## src/common/asmp_pkg.sv

```systemverilog
// Purpose: constants for the host controller of a 256K x 32 asynchronous SRAM module
// Assumes: 20 MHz clock, slowest speed grade timing
// Notes: timing counts are derived from nanosecond figures
package asmp_pkg;
  localparam int CLK_PERIOD_NS = 50;
  localparam int ADDR_W = 18;
  localparam int DATA_W = 32;
  localparam int LANES = 4;
  // Slowest grade figures, in ns
  localparam int READ_CYCLE_NS = 45;
  localparam int WRITE_PULSE_NS = 35;
  localparam int WE_TO_FLOAT_NS = 23;
  localparam int DATA_OVERLAP_MIN_NS = 25;
  localparam int WRITE_RECOVERY_NS = 0;
  localparam int DESELECT_TO_STANDBY_DELAY_NS = 45;
  // Least times round up to whole cycles, never below one; READ_CYC adds one cycle after rounding
  localparam int READ_CYC = (READ_CYCLE_NS + CLK_PERIOD_NS - 1) / CLK_PERIOD_NS + 1;
  localparam int WP_PLAIN_CYC = (WRITE_PULSE_NS + CLK_PERIOD_NS - 1) / CLK_PERIOD_NS;
  localparam int WP_GATED_NS = (WRITE_PULSE_NS > WE_TO_FLOAT_NS + DATA_OVERLAP_MIN_NS) ?
      WRITE_PULSE_NS : WE_TO_FLOAT_NS + DATA_OVERLAP_MIN_NS;
  localparam int WP_GATED_CYC = (WP_GATED_NS + CLK_PERIOD_NS - 1) / CLK_PERIOD_NS;
  localparam int REC_CYC = 1;
  localparam int STBY_CYC = (DESELECT_TO_STANDBY_DELAY_NS + CLK_PERIOD_NS - 1) / CLK_PERIOD_NS;
  localparam int CNT_W = 4;
  // Expected level on the depth id pins for a 256K module
  localparam logic [1:0] DEPTH_256K = 2'h0;
endpackage

```

## src/rtl/asmp_host.sv

```systemverilog
// Purpose: host controller driving an asynchronous 256K x 32 SRAM module
// Assumes: pin inputs synchronous to clk; one request at a time
// Notes: writes always float the module first by holding the output gate high
// Functional notes
// Write strobe stays high for the whole read cycle.
// Data is stored only while select and write strobe are both low.
// Address changes only while select or write strobe is high.
// Select never falls before write strobe, so module outputs stay floating.
// Host drives data pins only after module outputs are off.
// With gate low, strobe lasts max of pulse width or float plus overlap.
// With gate high, strobe pulse may be the plain minimum width.
// Recovery counts from the first rising strobe; zero ns required.
// Address is valid no later than select falling in a read.
// Deselected module is standby; reselect needs no power-up wait.
// Four selects each gate one byte lane of the data word.
// Module is asynchronous; read and write cycle lengths are equal.
// Both depth id pins read ground for a 256K module.
// Unselected lanes float and ignore the write strobe.
`timescale 1ns/1ps
module asmp_host
  import asmp_pkg::*;
(
  // Clock and control
  input wire logic clk,
  input wire logic rst,
  input wire logic ce,
  // User request
  input wire logic req_valid,
  output logic req_ready,
  input wire logic req_write,
  input wire logic [ADDR_W-1:0] req_addr,
  input wire logic [DATA_W-1:0] req_wdata,
  input wire logic [LANES-1:0] req_lanes,
  output logic rsp_valid,
  output logic [DATA_W-1:0] rsp_rdata,
  output logic depth_ok,
  output logic standby,
  // Module pins
  output logic [ADDR_W-1:0] mem_addr,
  output logic [LANES-1:0] mem_cs_n,
  output logic mem_we_n,
  output logic mem_oe_n,
  input wire logic [DATA_W-1:0] mem_dq_i,
  output logic [DATA_W-1:0] mem_dq_o,
  output logic [DATA_W-1:0] mem_dq_oe,
  input wire logic [1:0] depth_id_pins
);
  typedef enum {S_IDLE, S_RD_SEL, S_RD_WAIT, S_WR_STROBE, S_WR_SEL, S_WR_HOLD, S_RECOVER}
      asmp_state_t;
  asmp_state_t state_q;
  logic [CNT_W-1:0] cnt_q;
  logic [LANES-1:0] lanes_q;
  logic [CNT_W-1:0] stby_q;
  logic drive_q;

  assign req_ready = (state_q == S_IDLE);

  always_ff @(posedge clk) begin
    if (rst) begin
      state_q <= S_IDLE;
      cnt_q <= '0;
    end else if (ce) begin
      unique case (state_q)
        S_IDLE: begin
          cnt_q <= '0;
          if (req_valid) begin
            state_q <= req_write ? S_WR_STROBE : S_RD_SEL;
          end
        end
        S_RD_SEL: begin
          cnt_q <= cnt_q + CNT_W'(1);
          if (cnt_q == CNT_W'(READ_CYC - 1)) begin
            state_q <= S_RD_WAIT;
          end
        end
        S_RD_WAIT: state_q <= S_RECOVER;
        // Strobe first, select one cycle later
        S_WR_STROBE: state_q <= S_WR_SEL;
        S_WR_SEL: begin
          cnt_q <= cnt_q + CNT_W'(1);
          if (cnt_q == CNT_W'(WP_PLAIN_CYC - 1)) begin
            state_q <= S_WR_HOLD;
          end
        end
        S_WR_HOLD: state_q <= S_RECOVER;
        S_RECOVER: state_q <= S_IDLE;
      endcase
    end
  end

  // Address and lanes latched at request, stable for the whole cycle
  always_ff @(posedge clk) begin
    if (rst) begin
      mem_addr <= '0;
      lanes_q <= '0;
      mem_dq_o <= '0;
    end else if (ce && req_valid && state_q == S_IDLE) begin
      mem_addr <= req_addr;
      lanes_q <= req_lanes;
      mem_dq_o <= req_wdata;
    end
  end

  // Pin strobes registered, one concern each
  always_ff @(posedge clk) begin
    if (rst) begin
      mem_cs_n <= '1;
      mem_we_n <= 1'b1;
      mem_oe_n <= 1'b1;
      drive_q <= 1'b0;
    end else if (ce) begin
      mem_cs_n <= '1;
      mem_we_n <= 1'b1;
      mem_oe_n <= 1'b1;
      drive_q <= 1'b0;
      unique case (state_q)
        S_IDLE: begin
          if (req_valid && !req_write) begin
            mem_cs_n <= ~req_lanes;
            mem_oe_n <= 1'b0;
          end else if (req_valid) begin
            mem_we_n <= 1'b0;
          end
        end
        S_RD_SEL: begin
          mem_cs_n <= ~lanes_q;
          mem_oe_n <= 1'b0;
        end
        S_WR_STROBE, S_WR_SEL: begin
          mem_we_n <= 1'b0;
          mem_cs_n <= ~lanes_q;
          drive_q <= 1'b1;
        end
        S_WR_HOLD: drive_q <= 1'b1;
        default: ;
      endcase
    end
  end

  // Drive only selected lanes; gate was high so module is floating
  for (genvar i = 0; i < DATA_W; i++) begin : g_oe
    assign mem_dq_oe[i] = drive_q & lanes_q[i / 8];
  end

  always_ff @(posedge clk) begin
    if (rst) begin
      rsp_valid <= 1'b0;
      rsp_rdata <= '0;
    end else if (ce) begin
      rsp_valid <= (state_q == S_RD_WAIT) || (state_q == S_WR_HOLD);
      if (state_q == S_RD_WAIT) begin
        rsp_rdata <= mem_dq_i;
      end
    end
  end

  // Standby indication after deselect time, cleared one cycle after reselect
  always_ff @(posedge clk) begin
    if (rst) begin
      stby_q <= '0;
      standby <= 1'b1;
    end else if (ce) begin
      if (mem_cs_n != '1) begin
        stby_q <= '0;
        standby <= 1'b0;
      end else if (stby_q != CNT_W'(STBY_CYC)) begin
        stby_q <= stby_q + CNT_W'(1);
      end else begin
        standby <= 1'b1;
      end
    end
  end

  always_ff @(posedge clk) begin
    if (rst) begin
      depth_ok <= 1'b0;
    end else if (ce) begin
      depth_ok <= (depth_id_pins == DEPTH_256K);
    end
  end
endmodule

```

## config.mk

```make
export PLATFORM = sky130hd
export DESIGN_NAME = asmp_host
export DESIGN_NICKNAME = d
export VERILOG_FILES = /design/src/common/asmp_pkg.sv /design/src/rtl/asmp_host.sv
export SDC_FILE = /design/constraint.sdc
export NUM_CORES = 1
export LEC_CHECK = 0
export BUFFER_PORTS_ARGS = -buffer_cell sky130_fd_sc_hd__buf_2
export CORE_ASPECT_RATIO = 0.6
export CORE_UTILIZATION = 41
export CTS_CLUSTER_SIZE = 14
export DETAILED_ROUTE_END_ITERATION = 12
export PLACE_DENSITY_LB_ADDON = 0.08
export SKIP_CTS_REPAIR_TIMING = 1
export SLEW_MARGIN = 20
export SYNTH_ARGS = -nofsm -noshare
export SYNTH_HDL_FRONTEND = slang
export SYNTH_SLANG_ARGS = --single-unit
export TNS_END_PERCENT = 10
```

## constraint.sdc

```tcl
create_clock -name clk -period 3.5 [get_ports clk]
set_input_delay 0.175 -clock clk [delete_from_list [all_inputs] [get_ports clk]]
set_output_delay 0.175 -clock clk [all_outputs]
set_load 0.005 [all_outputs]
```

# Yosys cells after proc, flatten, opt, wreduce, memory -nomap -nowiden
# Cells that the tools add are included.
[totals] regBits=136 word_cells=76
[op_classes] add_sub_neg=2 eq_ne=15 n_mux=18 bitwise=6 n_reduce_logical=21
[ops] operator="32-bit one-hot mux with 6 select lines" n=1
[ops] operator="32-bit by 3-bit equality test with 1-bit output, second input constant" n=4
[ops] operator="32-bit two-way mux" n=3
[ops] operator="32-bit by 2-bit equality test with 1-bit output, second input constant" n=2
[ops] operator="32-bit logical NOT" n=2
[ops] operator="32-bit by 1-bit equality test with 1-bit output, second input constant" n=1
[ops] operator="32-bit by 4-bit equality test with 1-bit output, second input constant" n=1
[ops] operator="4-bit one-hot mux with 2 select lines" n=2
[ops] operator="4-bit two-way mux" n=3
[ops] operator="4-bit by 1-bit adder with 4-bit output, second input constant" n=2
[ops] operator="2-bit != test, second input constant" n=4
[ops] operator="4-bit inverter" n=2
[ops] operator="2-bit AND reduction" n=4
[ops] operator="1-bit two-way mux" n=6
[ops] operator="2-bit OR reduction" n=3
[ops] operator="3-bit OR reduction" n=2
[ops] operator="1-bit bitwise AND" n=4
[ops] operator="4-bit by 1-bit equality test with 1-bit output, second input constant" n=1
[ops] operator="4-bit logical NOT" n=1
[ops] operator="4-bit by 1-bit != test with 1-bit output, second input constant" n=1
[ops] operator="4-bit != test, second input constant" n=1
[ops] operator="1-bit one-hot mux with 2 select lines" n=2
[ops] operator="4-bit AND reduction" n=1
[ops] operator="2-bit nonzero test" n=2
[ops] operator="other kinds (5)" n=7

# Logic depth before layout (Yosys ltp)
[depth] depth_word=4 ltp_mapped=7 mapped_depth_nobuf=7

# Worst setup path before layout
# No wires, ideal clock.
[synth_timing] path_type="register to register" from="register cnt_q[0]" to="register state_q[1]" setup_ns=0.074 arrival_ns=1.375 required_time_ns=3.426 path_slack_ns=2.050 path_stages_with_launch=7 n_path_buf=0 period_less_slack_ns=1.450 path_cell_list="dfxtp_1 ha_1 nor3b_1 o31ai_2 a211oi_2 a31oi_1 a31oi_1"
[synth_between] elab_chain_cells=3 elab_cells_between_ends=5
[synth_lines] element="start: declaration" line="asmp_host.sv:51" source="logic [CNT_W-1:0] cnt_q;"
[synth_lines] element="start signal: assignment" line="asmp_host.sv:71" source="cnt_q <= cnt_q + CNT_W'(1);"
[synth_lines] element="start signal: assignment" line="asmp_host.sv:80" source="cnt_q <= cnt_q + CNT_W'(1);"
[synth_lines] element="4-bit by 1-bit equality test with 1-bit output / 4-bit logical NOT (equally long branches)" line="asmp_host.sv:72, asmp_host.sv:81"
[synth_lines] element="2-bit != test (no line)"
[synth_lines] element="4-bit AND reduction (no line) *"
[synth_lines] element="end signal: assignment" line="asmp_host.sv:67" source="state_q <= req_write ? S_WR_STROBE : S_RD_SEL;"
[synth_lines] element="end: declaration" line="asmp_host.sv:50" source="asmp_state_t state_q;"
# Mark *: on every way between the ends. The rest lies on a longest branch, timed or not.
# A chain may end at the register's enable or synchronous reset.

# Final worst setup path
[layout_timing] from="register state_q[0]" to="register mem_dq_o[11]"
[layout_between] elab_chain_cells=2
[layout_lines] element="32-bit logical NOT" line="asmp_host.sv:97" source="end else if (ce && req_valid && state_q == S_IDLE) begin"
[layout_lines] element="1-bit logical AND" line="asmp_host.sv:97"
[layout_lines] element="end signal: assignment" line="asmp_host.sv:100" source="mem_dq_o <= req_wdata;"
[layout_lines] element="end: declaration" line="asmp_host.sv:44" source="output logic [DATA_W-1:0] mem_dq_o,"
# No other way between the ends.

==> metrics.yaml <==
outcome:
  status: "completed"
floorplanning:
  initial_utilization_pct: 43.5
  core_um2: 10200
  die_h_um: 82.4
  die_area_um2: 11200
  io_pins: 217
  die_x_um: 136
  rows: 28
yosys:
  synth_top_area_cell: "dfxtp_1"
  syn_nets: 656
  synth_area_leaders: "dfxtp_1 (48%), nand2_1 (16%), a21oi_1 (11%), buf_4 (5.3%), clkbuf_1 (1.9%)"
  synth_warnings: 0
  ys_types: 43
  synth_common_cells: "nand2_1 (184), dfxtp_1 (107), a21oi_1 (99), buf_4 (31), clkbuf_1 (22)"
  synth_edf_count: 0
  netlist_instances: 558
  yosys_register_bits: 107
  seq_area_frac_synth_pct: 48.4
  synth_top_area_share_pct: 48.4
  async_flop_share_pct: 0
  syn_area_um2: 4420
  synth.avg_cell_area_um2: 7.92
  yosysMostFrequentCell: "nand2_1"
  synth_top_flop_cell: "dfxtp_1"
route:
  drtIter0Drc: 243
  firstDrtPassIters: 4
  viasPerCell: 4.86
  ant_nets: 0
  routedWlPerCell_um: 13.5
  route.detailed.drc: 0
  vias: 4202
  drt_wl_total_um: 11700
clock_tree:
  numCtsBuffers: 9
  clk_pin_slew_worst_paths_ps: 70
  cts_root_buffer: "clkbuf_16"
  clk_latency_ps: 340
  cts.path.max_buffers: 2
  h-tree-depth: 3
  cts_tree: "built"
  cts_sinks: 107
placed_design:
  gp_congestion: 0.799
  port_buffers: 216
  place_ws_ps: 1380
  dp_hpwl_um: 8190
cells_and_area:
  final_core_util_pct: 55.0
  layout.nets: 823
  layout-drive-gt1-share_pct: 34.0
  area_delta_synth_final_pct: 26.4
  n_antenna_cell: 0
power:
  seqPwrFrac_pct: 47.0
  clkPwrFrac_pct: 30.7
  pwr-share-comb_pct: 22.3
  leakage_nw: 2.56
  irDropWorstVdd_mv: 0.236
  switching_share_pct: 31.4
  internal_power_mw: 2.13
  power_density_nw_per_um2: 555
  p_switching_mw: 0.972
  power_mw: 3.10
critical_path:
  start_kind: "register"
  criticalPathCategory: "reg -> reg"
  crit_path_end_kind: "register"
  critical_path.cell_chain: "nor2_4 > and3_2 > nand2_1 > a21oi_1"
  max_stage_delay_ps: 870
  slowest_stage: "and3_2"
  critPathRequiredTime_ps: 3760
  crit_fanout: 54
  worstPathArrival_ps: 2360
grt:
  grt_antenna_before_repair: 0
  grt.total_usage_pct: 20.2
  grt_pass1_wl_um: 17800
  grt_pass1_vias: 3753
  grt_start_max_net_pins: 108
  overflow: 0
min_path:
  min_path_type: "in -> reg"
timing:
  hold_viol_final: 0
  relSlewSlack_pct: 36.2
  worst_slack_ps: 1400
  min_period_ps: 2100
  slew_violations: 0
  rsz0062_at_grt: "no"
  finalSetupViolCount: 0
  min_period_over_period_pct: 60.0
  tightest_slew_ps: 957
  max_freq_mhz: 476
  tns_ps: 0
  clock_skew_ps: 5.92
flow_run:
  maxCapViolations: 0
[critical path: cells and delay by family, from the launching register on]
kind	cells	cell delay, ps
AO/OA/AOI/OAI	1	160
flip-flops	1	540
AND/OR/NAND/NOR	3	1310
[placed cells by master, fill, tap and decap left out, types with 2 or more instances in the layout]
master / count
inv_1: 6
clkbuf_16: 9
nor3b_1: 3
nand3_1: 3
o32ai_1: 4
nand2b_1: 10
buf_4: 4
nand2_1: 184
or2_2: 2
nor2_1: 19
clkinv_4: 2
a21oi_1: 99
o21ai_0: 6
buf_2: 215
dfxtp_1: 107
and3_1: 2
ha_1: 5
and2_1: 4
nor2b_1: 3
nor3_1: 9
a31oi_1: 4
[power groups by stage]
stage               Combinational (mW)  Sequential (mW)  Clock [mW]
floorplan                        0.497             1.45           0
global placement                 0.683             1.48           0
detailed placement               0.694             1.48           0
CTS                              0.696             1.46       0.981
global route                     0.785             1.48        1.03
finish                           0.690             1.46       0.953
[cell families after synthesis]
| group | Yosys count | synth area share (%) |
|---|---|---|
| simple gates | 251 | 24.5 |
| compound gates | 123 | 15.3 |
| flops | 107 | 48.4 |
| buf+inv | 70 | 9.88 |
| fa+ha+maj | 6 | 1.64 |
| xor+xnor | 1 | 0.198 |
[sequential cells by signal, indices dropped and copies added (netlist names), 3 cells and up]
register / flops
mem_addr: 18
state_q: 3
stby_q: 4
lanes_q: 4
rsp_rdata: 32
mem_cs_n: 4
cnt_q: 4
mem_dq_o: 32
[worst paths after layout]
| kind | start | end | slack (ps) | depth (start not counted) |
|---|---|---|---|---|
| max reg2reg | state_q[0] | mem_dq_o[11] | 1400 | 4 |
| min | mem_dq_i[16] | rsp_rdata[16] | 70 | 3 |
| max | state_q[0] | mem_dq_o[11] | 1400 | 4 |
| min reg2reg | mem_dq_o[27] | mem_dq_o[27] | 450 | 2 |
[layer usage]
layer	up-vias	wire length (um)	GRT usage, %
li1	2132	-	-
met1	1907	5070	24.6
met2	159	5440	33.7
met3	4	1090	7.81
met4	0	56	4.78
met5	-	0	0
[through the flow]
step	instance area, um2	cells	hold WS, ps
finish	5590	865	67.2
global route	5590	865	61.3
CTS	5570	864	56.6
detailed placement	5290	848	421
global placement	5290	848	414
floorplan	4420	558	311
[final cells by class]
class | instances | area [um2]
Tap cell | 135 | 169
Multi-Input combinational cell | 381 | 1850
Inverter | 6 | 22.5
Clock buffer | 10 | 229
Timing Repair Buffer | 220 | 1130
Fill cell | 966 | 4570
Clock inverter | 6 | 50.0
Sequential cell | 107 | 2140
Power figures use the tool's default switching activity.
